`config.mk`:
```
export PLATFORM = sky130hd
export DESIGN_NAME = dbt_transceiver
export DESIGN_NICKNAME = d
export VERILOG_FILES = /design/src/rtl/dbt_pkg.sv /design/src/rtl/dbt_skid_buffer.sv /design/src/rtl/dbt_transceiver.sv
export SDC_FILE = /design/constraint.sdc
export NUM_CORES = 1
export LEC_CHECK = 0
export BUFFER_PORTS_ARGS = -buffer_cell sky130_fd_sc_hd__buf_4
export CORE_ASPECT_RATIO = 0.75
export CORE_MARGIN = 5
export CORE_UTILIZATION = 53
export CTS_BUF_LIST = sky130_fd_sc_hd__clkbuf_2 sky130_fd_sc_hd__clkbuf_4 sky130_fd_sc_hd__clkbuf_8
export DETAILED_ROUTE_END_ITERATION = 10
export GPL_TIMING_DRIVEN = 0
export PLACE_DENSITY = 0.85
export SETUP_SLACK_MARGIN = 0.02
export SYNTH_ARGS = -nofsm -noshare
export SYNTH_HDL_FRONTEND = slang
export SYNTH_SLANG_ARGS = --single-unit
```
`constraint.sdc`:
```
create_clock -name core_clk -period 2.5 [get_ports core_clk]
set_input_delay 0.125 -clock core_clk [delete_from_list [all_inputs] [get_ports core_clk]]
set_output_delay 0.125 -clock core_clk [all_outputs]
set_load 0.005 [all_outputs]
```
`src/rtl/dbt_pkg.sv`:
```
// constants, types and register map of the dual registered bus transceiver
// assumes one core clock; all pins are resynchronised inside the top module
//
// Summary of operation
// - A-side load enable low: A bus captured into A register on A clock rise.
// - A-side load enable high: A register holds, whatever the A clock does.
// - B-side load enable low: B bus captured into B register on B clock rise.
// - B-side load enable high: B register holds, whatever the B clock does.
// - B-side drive enable low: A register content driven onto the B bus; here only while control bit CTRL_B_GATE is set.
// - B-side drive enable high: all B bus lines released to high impedance.
// - A-side drive enable low: B register content driven onto the A bus; here only while control bit CTRL_A_GATE is set.
// - A-side drive enable high: all A bus lines released to high impedance.
// - A bus is eight two-way lines; others drive it only while ours is off.
// - B bus is eight two-way lines; others drive it only while ours is off.
// - two independent eight-bit registers, one per direction, own controls each.
// - build option: enabled outputs true or complemented; disabled stay released.
package dbt_pkg;

   // ---------------------------------------------------------------
   // widths
   // ---------------------------------------------------------------
   localparam int DATA_W   = 8;
   localparam int ADDR_W   = 5;
   localparam int AVS_W    = 32;
   localparam int BUF_DEPTH = 2;

   // ---------------------------------------------------------------
   // register map (byte addresses)
   // ---------------------------------------------------------------
   localparam logic [ADDR_W-1:0] OFF_CTRL   = 5'h00;
   localparam logic [ADDR_W-1:0] OFF_STATUS = 5'h04;
   localparam logic [ADDR_W-1:0] OFF_AREG   = 5'h08;
   localparam logic [ADDR_W-1:0] OFF_BREG   = 5'h0C;
   localparam logic [ADDR_W-1:0] OFF_SNOOP  = 5'h10;

   // ---------------------------------------------------------------
   // field positions and reset values
   // ---------------------------------------------------------------
   localparam int CTRL_A_GATE = 0;
   localparam int CTRL_B_GATE = 1;
   localparam logic [1:0] CTRL_RESET = 2'h3;

   localparam int ST_A_LOAD_N  = 0;
   localparam int ST_B_LOAD_N  = 1;
   localparam int ST_A_DRIVE_N = 2;
   localparam int ST_B_DRIVE_N = 3;
   localparam int ST_SNOOP_VAL = 4;
   localparam int ST_OVERFLOW  = 5;
   localparam int ST_W         = 6;

   localparam int SNOOP_SIDE_BIT  = 8;
   localparam int SNOOP_VALID_BIT = 9;

   // ---------------------------------------------------------------
   // types
   // ---------------------------------------------------------------
   typedef enum logic {
      BUS_IDLE   = 1'b0,
      BUS_ANSWER = 1'b1
   } dbt_bus_e;

   // one captured word as seen by the snoop buffer; side 0 = A, 1 = B
   typedef struct packed {
      logic              side;
      logic [DATA_W-1:0] data;
   } dbt_word_s;

   // pin bundle after resynchronisation
   typedef struct packed {
      logic              aClk;
      logic              bClk;
      logic              aLoadN;
      logic              bLoadN;
      logic              aDriveN;
      logic              bDriveN;
      logic [DATA_W-1:0] aBus;
      logic [DATA_W-1:0] bBus;
   } dbt_pins_s;

   localparam dbt_pins_s PINS_IDLE = '{
      aClk: 1'b0, bClk: 1'b0, aLoadN: 1'b1, bLoadN: 1'b1,
      aDriveN: 1'b1, bDriveN: 1'b1, aBus: 8'h00, bBus: 8'h00};

endpackage

```
`src/rtl/dbt_skid_buffer.sv`:
```
// small valid/ready buffer holding captured words for software
// assumes writer and reader share core_clk; reset synchronous, active high
`timescale 1ns/1ps
module dbt_skid_buffer #(
   parameter int WIDTH = 9,
   parameter int DEPTH = 2
) (
   // clock and reset
   input  wire logic             core_clk,
   input  wire logic             reset,
   // filling side
   input  wire logic             inValid,
   output logic                  inReady,
   input  wire logic [WIDTH-1:0] inData,
   // draining side
   output logic                  outValid,
   input  wire logic             outReady,
   output logic [WIDTH-1:0]      outData
);

   // ---------------------------------------------------------------
   // storage
   // ---------------------------------------------------------------
   localparam int PTR_W = (DEPTH > 1) ? $clog2(DEPTH) : 1;

   if (DEPTH < 2 || (DEPTH & (DEPTH - 1)) != 0 || WIDTH < 1) begin : g_bad
      $error("buffer depth must be a power of two of at least two");
   end

   logic [WIDTH-1:0] mem [DEPTH];
   logic [PTR_W-1:0] wrPtr;
   logic [PTR_W-1:0] rdPtr;
   logic [PTR_W:0]   count;

   wire doPush = inValid & inReady;
   wire doPop  = outValid & outReady;

   // honest flags straight from the occupancy count
   assign inReady  = (count != (PTR_W+1)'(DEPTH));
   assign outValid = (count != '0);
   assign outData  = mem[rdPtr];

   always_ff @(posedge core_clk) begin
      if (reset) begin
         wrPtr <= '0;
         rdPtr <= '0;
         count <= '0;
      end else begin
         if (doPush) wrPtr <= wrPtr + 1'b1;
         if (doPop) rdPtr <= rdPtr + 1'b1;
         count <= count + (PTR_W+1)'(doPush) - (PTR_W+1)'(doPop);
      end
   end

   // entries carry no reset; only valid ones are ever seen
   always_ff @(posedge core_clk) begin
      if (doPush) mem[wrPtr] <= inData;
   end

endmodule // dbt_skid_buffer

```
`src/rtl/dbt_transceiver.sv`:
```
// dual registered bus transceiver with an avalon-mm control port
// assumes bus pins arrive asynchronously and are resolved by an outside pad
//
// The Avalon-MM register port and the placing of the registers were chosen for this implementation.
`timescale 1ns/1ps
module dbt_transceiver #(
   parameter int  DATA_W         = dbt_pkg::DATA_W,
   parameter bit  INVERT_OUTPUTS = 1'b0,
   parameter int  BUF_DEPTH      = dbt_pkg::BUF_DEPTH
) (
   // clock and reset
   input  wire logic                       core_clk,
   input  wire logic                       reset,
   // a side pins
   input  wire logic                       a_side_capture_clock,
   input  wire logic                       a_side_load_enable_n,
   input  wire logic                       a_side_drive_enable_n,
   input  wire logic [DATA_W-1:0]          aSideBusIn,
   output logic [DATA_W-1:0]               aSideBusOut,
   output logic [DATA_W-1:0]               aSideBusOe,
   // b side pins
   input  wire logic                       b_side_capture_clock,
   input  wire logic                       b_side_load_enable_n,
   input  wire logic                       b_side_drive_enable_n,
   input  wire logic [DATA_W-1:0]          bSideBusIn,
   output logic [DATA_W-1:0]               bSideBusOut,
   output logic [DATA_W-1:0]               bSideBusOe,
   // avalon-mm slave
   input  wire logic [dbt_pkg::ADDR_W-1:0] avs_address,
   input  wire logic                       avs_read,
   input  wire logic                       avs_write,
   input  wire logic [dbt_pkg::AVS_W-1:0]  avs_writedata,
   input  wire logic [3:0]                 avs_byteenable,
   output logic [dbt_pkg::AVS_W-1:0]       avs_readdata,
   output logic                            avs_waitrequest
);

   // ---------------------------------------------------------------
   // elaboration checks
   // ---------------------------------------------------------------
   // refused at elaboration: the word type is sized from the package,
   // and a shorter buffer cannot take a word while software is still
   // reading the one before it
   if (DATA_W != dbt_pkg::DATA_W) begin : g_bad_width
      $error("data width must match the package word type");
   end
   if (BUF_DEPTH < 2) begin : g_bad_depth
      $error("snoop buffer needs at least two entries");
   end
   if ((BUF_DEPTH & (BUF_DEPTH - 1)) != 0) begin : g_bad_pow2
      $error("snoop buffer depth must be a power of two");
   end

   localparam int AW = dbt_pkg::AVS_W;

   // ---------------------------------------------------------------
   // pin resynchronisation
   // ---------------------------------------------------------------
   // every pin passes two flops; data and strobes share the same
   // latency so a captured word lines up with its clock edge. limit:
   // the pin clock must stay well below core_clk / 4.
   dbt_pkg::dbt_pins_s pinsRaw;
   dbt_pkg::dbt_pins_s syncOne;
   dbt_pkg::dbt_pins_s syncTwo;
   logic               aClkPrev;
   logic               bClkPrev;

   assign pinsRaw = '{
      aClk:    a_side_capture_clock,
      bClk:    b_side_capture_clock,
      aLoadN:  a_side_load_enable_n,
      bLoadN:  b_side_load_enable_n,
      aDriveN: a_side_drive_enable_n,
      bDriveN: b_side_drive_enable_n,
      aBus:    aSideBusIn,
      bBus:    bSideBusIn};

   always_ff @(posedge core_clk) begin
      if (reset) begin
         syncOne <= dbt_pkg::PINS_IDLE;
         syncTwo <= dbt_pkg::PINS_IDLE;
      end else begin
         syncOne <= pinsRaw;
         syncTwo <= syncOne;
      end
   end

   always_ff @(posedge core_clk) begin
      if (reset) begin
         aClkPrev <= 1'b0;
         bClkPrev <= 1'b0;
      end else begin
         aClkPrev <= syncTwo.aClk;
         bClkPrev <= syncTwo.bClk;
      end
   end

   // ---------------------------------------------------------------
   // capture decode
   // ---------------------------------------------------------------
   wire aClkRise = syncTwo.aClk & ~aClkPrev;
   wire bClkRise = syncTwo.bClk & ~bClkPrev;
   wire aLoad    = aClkRise & ~syncTwo.aLoadN;
   wire bLoad    = bClkRise & ~syncTwo.bLoadN;

   // ---------------------------------------------------------------
   // direction registers
   // ---------------------------------------------------------------
   // no reset here on purpose: power-up content is undefined
   logic [DATA_W-1:0] aReg;
   logic [DATA_W-1:0] bReg;

   always_ff @(posedge core_clk) begin
      if (aLoad) aReg <= syncTwo.aBus;
   end

   always_ff @(posedge core_clk) begin
      if (bLoad) bReg <= syncTwo.bBus;
   end

   // ---------------------------------------------------------------
   // control register
   // ---------------------------------------------------------------
   logic [1:0] ctrl;

   // ---------------------------------------------------------------
   // output drivers
   // ---------------------------------------------------------------
   wire [DATA_W-1:0] polMask  = INVERT_OUTPUTS ? '1 : '0;
   wire [DATA_W-1:0] next_aOut = bReg ^ polMask;
   wire [DATA_W-1:0] next_bOut = aReg ^ polMask;
   wire aDriveOn = ~syncTwo.aDriveN & ctrl[dbt_pkg::CTRL_A_GATE];
   wire bDriveOn = ~syncTwo.bDriveN & ctrl[dbt_pkg::CTRL_B_GATE];

   // data pass through a flop so the pad sees no decode glitches;
   // enables stay low through reset so the buses start released
   always_ff @(posedge core_clk) begin
      if (reset) begin
         aSideBusOut <= '0;
         bSideBusOut <= '0;
      end else begin
         aSideBusOut <= next_aOut;
         bSideBusOut <= next_bOut;
      end
   end

   always_ff @(posedge core_clk) begin
      if (reset) begin
         aSideBusOe <= '0;
         bSideBusOe <= '0;
      end else begin
         aSideBusOe <= {DATA_W{aDriveOn}};
         bSideBusOe <= {DATA_W{bDriveOn}};
      end
   end

   // the two directions share the core clock, reset and snoop buffer but no drive interlock; a fight on
   // a bus is the outside logic's to avoid

   // ---------------------------------------------------------------
   // snoop buffer of captured words
   // ---------------------------------------------------------------
   // one word per cycle: when both sides load together the b word is
   // dropped and flagged, trading a second write port for area
   dbt_pkg::dbt_word_s pushWord;
   dbt_pkg::dbt_word_s headWord;
   logic               pushReady;
   logic               headValid;
   logic               popReq;

   wire pushValid = aLoad | bLoad;
   dbt_pkg::dbt_word_s aWord;
   dbt_pkg::dbt_word_s bWord;

   assign aWord.side = 1'b0;
   assign aWord.data = syncTwo.aBus;
   assign bWord.side = 1'b1;
   assign bWord.data = syncTwo.bBus;
   // with both loading in one cycle the a word goes in, the b word is lost
   assign pushWord = aLoad ? aWord : bWord;
   wire pushLost  = (pushValid & ~pushReady) | (aLoad & bLoad);

   dbt_skid_buffer #(
      .WIDTH ($bits(dbt_pkg::dbt_word_s)),
      .DEPTH (BUF_DEPTH)
   ) u_snoop (
      .core_clk (core_clk),
      .reset    (reset),
      .inValid  (pushValid),
      .inReady  (pushReady),
      .inData   (pushWord),
      .outValid (headValid),
      .outReady (popReq),
      .outData  (headWord)
   );

   // ---------------------------------------------------------------
   // avalon-mm slave
   // ---------------------------------------------------------------
   // every access takes one wait cycle: read data are registered in
   // the first cycle and the access completes in the second
   dbt_pkg::dbt_bus_e busState;
   dbt_pkg::dbt_bus_e next_busState;

   wire reqActive = avs_read | avs_write;
   wire finishing = reqActive & (busState == dbt_pkg::BUS_ANSWER);

   assign avs_waitrequest = reqActive & (busState == dbt_pkg::BUS_IDLE);

   always_comb begin
      case (busState)
         dbt_pkg::BUS_IDLE: begin
            next_busState = reqActive ? dbt_pkg::BUS_ANSWER
                                      : dbt_pkg::BUS_IDLE;
         end
         dbt_pkg::BUS_ANSWER: begin
            next_busState = dbt_pkg::BUS_IDLE;
         end
         default: begin
            next_busState = dbt_pkg::BUS_IDLE;
         end
      endcase
   end

   always_ff @(posedge core_clk) begin
      if (reset) busState <= dbt_pkg::BUS_IDLE;
      else busState <= next_busState;
   end

   // address decode
   wire hitCtrl   = (avs_address == dbt_pkg::OFF_CTRL);
   wire hitStatus = (avs_address == dbt_pkg::OFF_STATUS);
   wire hitAReg   = (avs_address == dbt_pkg::OFF_AREG);
   wire hitBReg   = (avs_address == dbt_pkg::OFF_BREG);
   wire hitSnoop  = (avs_address == dbt_pkg::OFF_SNOOP);
   wire lowLane   = avs_byteenable[0];
   wire writeCtrl = finishing & avs_write & hitCtrl & lowLane;
   wire writeStat = finishing & avs_write & hitStatus & lowLane;

   // reading the snoop word pops it at the completing edge
   assign popReq = finishing & avs_read & hitSnoop & headValid;

   // ---------------------------------------------------------------
   // control and sticky overflow
   // ---------------------------------------------------------------
   logic overflow;

   always_ff @(posedge core_clk) begin
      if (reset) begin
         ctrl <= dbt_pkg::CTRL_RESET;
      end else if (writeCtrl) begin
         ctrl[dbt_pkg::CTRL_A_GATE] <=
            avs_writedata[dbt_pkg::CTRL_A_GATE];
         ctrl[dbt_pkg::CTRL_B_GATE] <=
            avs_writedata[dbt_pkg::CTRL_B_GATE];
      end
   end

   // write one to clear; a loss in the same cycle wins over the clear
   wire clearOvf = writeStat & avs_writedata[dbt_pkg::ST_OVERFLOW];

   always_ff @(posedge core_clk) begin
      if (reset) overflow <= 1'b0;
      else if (pushLost) overflow <= 1'b1;
      else if (clearOvf) overflow <= 1'b0;
   end

   // ---------------------------------------------------------------
   // read mux
   // ---------------------------------------------------------------
   logic [dbt_pkg::ST_W-1:0] statusWord;

   assign statusWord[dbt_pkg::ST_A_LOAD_N]  = syncTwo.aLoadN;
   assign statusWord[dbt_pkg::ST_B_LOAD_N]  = syncTwo.bLoadN;
   assign statusWord[dbt_pkg::ST_A_DRIVE_N] = syncTwo.aDriveN;
   assign statusWord[dbt_pkg::ST_B_DRIVE_N] = syncTwo.bDriveN;
   assign statusWord[dbt_pkg::ST_SNOOP_VAL] = headValid;
   assign statusWord[dbt_pkg::ST_OVERFLOW]  = overflow;

   wire [AW-1:0] ctrlRead   = {{(AW-2){1'b0}}, ctrl};
   wire [AW-1:0] statusRead = {{(AW-dbt_pkg::ST_W){1'b0}}, statusWord};
   wire [AW-1:0] aRegRead   = {{(AW-DATA_W){1'b0}}, aReg};
   wire [AW-1:0] bRegRead   = {{(AW-DATA_W){1'b0}}, bReg};
   wire [AW-1:0] snoopRead  =
      {{(AW-dbt_pkg::SNOOP_VALID_BIT-1){1'b0}}, headValid,
       headWord.side & headValid,
       headWord.data & {DATA_W{headValid}}};

   // unmapped addresses read as zero and still complete
   wire [AW-1:0] readMux =
      hitCtrl   ? ctrlRead   :
      hitStatus ? statusRead :
      hitAReg   ? aRegRead   :
      hitBReg   ? bRegRead   :
      hitSnoop  ? snoopRead  : '0;

   // read data are taken while waitrequest is still high, so they stand
   // at the edge where the master samples it low
   always_ff @(posedge core_clk) begin
      if (reset) avs_readdata <= '0;
      else if (avs_read & avs_waitrequest) avs_readdata <= readMux;
   end

endmodule // dbt_transceiver

```
Yosys cells after proc, flatten, opt, wreduce, memory -nomap -nowiden
Memory sizes are Yosys's and may differ from the RTL's. A register that Yosys moved wholly into a read port is not among the register bits.
Cells that the tools add are included.
{ "totals": {"register_bits": 120, "mem_bits_rw": 18, "inputBits": 67, "out_inout_bits": 65, "wordCells": 93, "n_memories": 1} }
{ "memory_table": {"columns": ["name", "words", "width", "rd", "rd_ports_with_merged_regs", "wr", "line", "rtl"], "rows": [
  ["u_snoop.mem", 2, 9, 1, 1, 1, "dbt_skid_buffer.sv:30", "logic [WIDTH-1:0] mem [DEPTH];"]
]} }
{ "op_classes": {"add_sub_neg": 4, "n_eq_ne": 5, "muxes": 14, "bitwise_logic": 35, "n_reduce_logical": 3} }
{ "ops": {"columns": ["op", "count"], "rows": [
  ["$mux 10", 5],
  ["$and 1x1->1", 23],
  ["$eq 5x4->1 const B", 2],
  ["$mux 9", 1],
  ["$and 8x8->8", 1],
  ["$not 1->1", 8],
  ["$mux 1", 7],
  ["$eq 5x3->1 const B", 1],
  ["$eq 5x5->1 const B", 1],
  ["$logic_not 5->1", 1],
  ["$reduce_bool 2->1", 2],
  ["$or 1x1->1", 3],
  ["$add 1x1->1 const B", 2],
  ["$add 2x1->2", 1],
  ["$ne 2x2->1 const B", 1],
  ["$pmux 1 s2", 1],
  ["$sub 2x1->2", 1]
]} }

Depth between registers and ports, before layout
{ "logic_depth": {"word_depth": 8, "depth_mapped": 9, "mapped_depth_nobuf": 8} }

Cells and area by module
Synthesis repeated with hierarchy kept, for this count alone.
{ "unflattened": {"cells_unflattened": 372, "area_unflattened_um2": 4329.2} }
{ "modules_own_cells": {"columns": ["module", "instances", "cells_per_inst", "area_each_um2", "seq_area_each_um2"], "rows": [
  ["dbt_transceiver", 1, 317, 3417.0, 2042.0],
  ["dbt_skid_buffer", 1, 55, 912.1, 640.6]
]} }

Worst setup path after synthesis
OpenSTA, ideal clock, no wires.
{ "synth_timing": {"kind": "register to register", "from": "register syncTwo, in the netlist statusRead[1]", "to": "memory u_snoop.mem[0][0] (enable)", "setup_ns": 0.374, "arrival_ns": 1.898, "t_required_ns": 2.126, "path_slack_ns": 0.227, "path_stages_with_launch": 4, "path_buffers": 0, "period_less_slack_ns": 2.273, "cell_sequence": "dfxtp_1 nor3b_1 o22ai_1 nor2_1"} }
{ "synth_via": {"elab_chain_cells": 6} }
{ "synth_rtl": {"columns": ["item", "line", "rtl"], "rows": [
  ["start, declared", "dbt_transceiver.sv:64", "dbt_pkg::dbt_pins_s syncTwo;"],
  ["start signal, assigned", "dbt_transceiver.sv:81", "syncTwo <= dbt_pkg::PINS_IDLE;"],
  ["start signal, assigned", "dbt_transceiver.sv:84", "syncTwo <= syncOne;"],
  ["$not 1->1", "dbt_transceiver.sv:104", "wire bLoad = bClkRise & ~syncTwo.bLoadN;"],
  ["$and 1x1->1", "dbt_transceiver.sv:104", null],
  ["net bLoad", "dbt_transceiver.sv:104", null],
  ["$or 1x1->1", "dbt_transceiver.sv:171", "wire pushValid = aLoad | bLoad;"],
  ["$and 1x1->1", "dbt_skid_buffer.sv:35", "wire doPush = inValid & inReady;"],
  ["$mux 1", "dbt_skid_buffer.sv:57", "if (doPush) mem[wrPtr] <= inData;"],
  ["$mux 1 (implied by the code)", "dbt_skid_buffer.sv:57", null],
  ["end, declared", "dbt_skid_buffer.sv:30", null]
]} }
The timed path passes the listed nets, and every way through them passes these cells.

Worst setup path after layout
{ "layout_timing": {"from": "register syncTwo, in the netlist statusRead[1]", "to": "memory u_snoop.mem[1][2] (enable)"} }
{ "layout_via": {"elab_chain_cells": 6} }
{ "layout_rtl": {"columns": ["item", "line"], "rows": [
  ["$not 1->1", "dbt_transceiver.sv:104"],
  ["$and 1x1->1", "dbt_transceiver.sv:104"],
  ["net bLoad", "dbt_transceiver.sv:104"],
  ["$or 1x1->1", "dbt_transceiver.sv:171"],
  ["$and 1x1->1", "dbt_skid_buffer.sv:35"],
  ["net u_snoop.doPush", "dbt_skid_buffer.sv:35"],
  ["$mux 1", "dbt_skid_buffer.sv:57"],
  ["$mux 1 (implied by the code)", "dbt_skid_buffer.sv:57"]
]} }
The timed path passes the listed nets, and every way through them passes these cells.

==> flow_metrics.env <==
export IMPL_synthAdderAreaFrac_pct=0.585
export IMPL_synth_cell_type_count=39
export IMPL_synth_xor_area_share_pct=0.819
export IMPL_syn_area_mm2=0.00428
export IMPL_setup_viol=0
export IMPL_core_area_mm2=0.00788
export IMPL_worst_slack_ns=0.310
export IMPL_yosys_area_top_type_share_pct=38.9
export IMPL_path_clk_slew_ns=0.07
export IMPL_vias=2919
export IMPL_h_tree_depth=4
export IMPL_antenna_found_initial=0
export IMPL_status="completed"
export IMPL_netlist_instances=354
export IMPL_yosys_area_share_simple_pct=15.9
export IMPL_synthTopCellsByArea="dfxtp_1 39%, edfxtp_1 24%, nor2b_1 9.4%"
export IMPL_drv_cap=0
export IMPL_dpl_instance_area_mm2=0.00506
export IMPL_die_x_um=114
export IMPL_ir_drop_v=0.000495
export IMPL_ioPinCount=132
export IMPL_die_h_um=87.8
export IMPL_grt_use_total_pct=19.1
export IMPL_synth_edff_count=34
export IMPL_drt_initial_drc_count=178
export IMPL_first_pass_iters=4
export IMPL_slew_violations=0
export IMPL_clockBufferDepth=2
export IMPL_avgSynthCellArea_um2=12.1
export IMPL_dp_cells=556
export IMPL_design_power_total_mw=4.04
export IMPL_syn_to_final_growth_pct=34.4
export IMPL_critPathMaxFanout=11
export IMPL_synth_top_flop_cell="dfxtp_1"
export IMPL_start_kind="flop"
export IMPL_tightest_slew_ns=0.734
export IMPL_synth_compound_area_share_pct=6.03
export IMPL_synthTopCellsByCount="83 x dfxtp_1, 64 x nor2b_1, 36 x buf_4, 34 x edfxtp_1, 15 x mux2i_1"
export IMPL_synthMuxAreaShare_pct=5.62
export IMPL_finalCriticalPeriod_ns=2.19
export IMPL_ys_ff_latch=117
export IMPL_final_area_mm2=0.00575
export IMPL_clock_sinks=117
export IMPL_arrival_ns=2.26
export IMPL_cts_made_buffers=17
export IMPL_synth_largest_area_cell="dfxtp_1"
export IMPL_relSlewSlack_pct=51.1
export IMPL_critPathKind="reg2reg"
export IMPL_leakagePower_nw=2.38
export IMPL_dpl_hpwl_mm=6.03
export IMPL_yosys_warnings=0
export IMPL_period_share_pct=87.6
export IMPL_floorplan_rows=28
export IMPL_post_drt_wl_per_cell_um=14.4
export IMPL_required_ns=2.57
export IMPL_post_route_drc_count=0
export IMPL_synth_seq_area_share_pct=62.7
export IMPL_clock_skew_ns=0.00884
export IMPL_grt_pass1_vias=2997
export IMPL_grt_pass1_wl_mm=14.3
export IMPL_port_buffers=76
export IMPL_preCtsSetupSlack_ns=-0.127
export IMPL_power_density_mw_per_mm2=704
export IMPL_cts_tree="built"
export IMPL_routed_via_density=4.75
export IMPL_whs_ns=0.139
export IMPL_ant_nets=0
export IMPL_hold_viol=0
export IMPL_initial_utilization_pct=54.2
export IMPL_grt_remaining_overflow=0
export IMPL_cp_end_kind="flop"
export IMPL_post_synth_top_count_cell="dfxtp_1"
export IMPL_grt_max_degree=18
export IMPL_num_fill_cells=531
export IMPL_drive_gt1_share_pct=32.4
export IMPL_insertion_delay_ns=0.42
export IMPL_rsz0062_at_grt="false"
export IMPL_nNetsFinal=565
export IMPL_synth_top_family_by_area="simple AND/OR/NAND/NOR gates"
export IMPL_worstHoldPathType="in2reg"
export IMPL_diodes=0
export IMPL_finalWeightedCongestion=0.892
export IMPL_design_die_area_mm2=0.00998
export IMPL_fmax_ghz=0.457
export IMPL_final_cell_count_no_fill=614
export IMPL_root_buffer="clkbuf_8"
export IMPL_wl_mm=8.87
export IMPL_async_reset_ff_share_pct=0
-- where the power goes --
part           switching [mW]  internal (mW)
clock network           0.704           1.04
registers              0.0223           2.00
logic                   0.115          0.162
total                   0.842           3.20
-- metal layers --
| layer | up-vias | track usage [%] | share of wire, % |
|---|---|---|---|
| li1 | 1433 | - | - |
| met1 | 1373 | 22.6 | 41 |
| met2 | 105 | 31.5 | 50 |
| met3 | 8 | 7.11 | 7.5 |
| met4 | 0 | 8.62 | 1.0 |
| met5 | - | 0 | 0 |
-- worst paths after layout --
kind | start | to | slack, ns | depth (start not counted)
setup / recovery | statusRead[1]$_SDFF_PP1_ | u_snoop.mem[1][2]$_DFFE_PP_ | 0.31 | 4
hold / removal | reset | avs_readdata[5]$_SDFFE_PP0P_ | 0.14 | 3
setup reg to reg | statusRead[1]$_SDFF_PP1_ | u_snoop.mem[1][2]$_DFFE_PP_ | 0.31 | 4
hold reg to reg | syncOne[18]$_SDFF_PP1_ | statusRead[1]$_SDFF_PP1_ | 0.41 | 1
-- worst max-delay path: stages, from the launching register on --
cell,delay (ns)
dfxtp_1,0.35
nor3b_4,0.62
o22ai_1,0.31
inv_1,0.16
and2_1,0.40
-- metrics by stage --
| step | TNS, ns | utilization [%] |
|---|---|---|
| 6_report | 0 | 72.9 |
| 5_1_grt | 0 | 72.9 |
| 3_5_place_dp | -1.14 | 64.2 |
| 2_1_floorplan | 0 | - |
| 4_1_cts | 0 | 72.8 |
| 3_3_place_gp | -11.51 | 64.1 |
-- cell families after synthesis --
kind of cell / count (synthesis)
fa+ha+maj: 2
other cells: 1
mux: 23
xor+xnor: 4
flops: 117
compound gates: 36
simple gates: 115
buf+inv: 56
-- repair_timing --
item / CTS / global route
hold endpoints to repair: 25 / 0
gates resized for setup: 1 / 5
setup endpoints to repair: 18 / 19
buffers inserted: 0 / 0
hold buffers: 26 / 0
-- cell type report --
class | instances | area, um2 | share of cell area [%]
Tap cell | 105 | 131 | 2.29
Buffer | 51 | 335 | 5.84
Multi-Input combinational cell | 202 | 1330 | 23.2
Timing Repair Buffer | 102 | 831 | 14.5
Clock buffer | 24 | 318 | 5.53
Clock inverter | 8 | 96.3 | 1.68
Inverter | 5 | 18.8 | 0.327
Sequential cell | 117 | 2680 | 46.7
-- flip-flops by register name, indices dropped and copies added, names as in the netlist, 2 cells and up, named ones only --
register / count
syncOne: 22
u_snoop.mem: 18
avs_readdata: 10
aReg: 8
aSideBusOut: 8
aWord: 8
bReg: 8
bSideBusOut: 8
bWord: 8
statusRead: 4
ctrl: 2
syncTwo: 2
u_snoop.count: 2
-- cell usage in the layout (no fill, tap or decap), types with 3 or more instances in the layout --
master,n
buf_4,112
dfxtp_1,83
nor2b_1,64
edfxtp_1,34
dlygate4sd3_1,26
conb_1,22
clkbuf_8,22
mux2i_1,15
o22ai_1,11
clkbuf_1,11
nand2_1,9
mux2_2,8
nor2_1,8
or2_2,8
nor3_1,7
inv_1,5
or3_1,5
a21oi_1,4
o22a_1,4
a2bb2oi_1,4
nor3b_1,3
o21ai_0,3
xnor2_1,3
clkinv_2,3
Power figures use the tool's default switching activity.
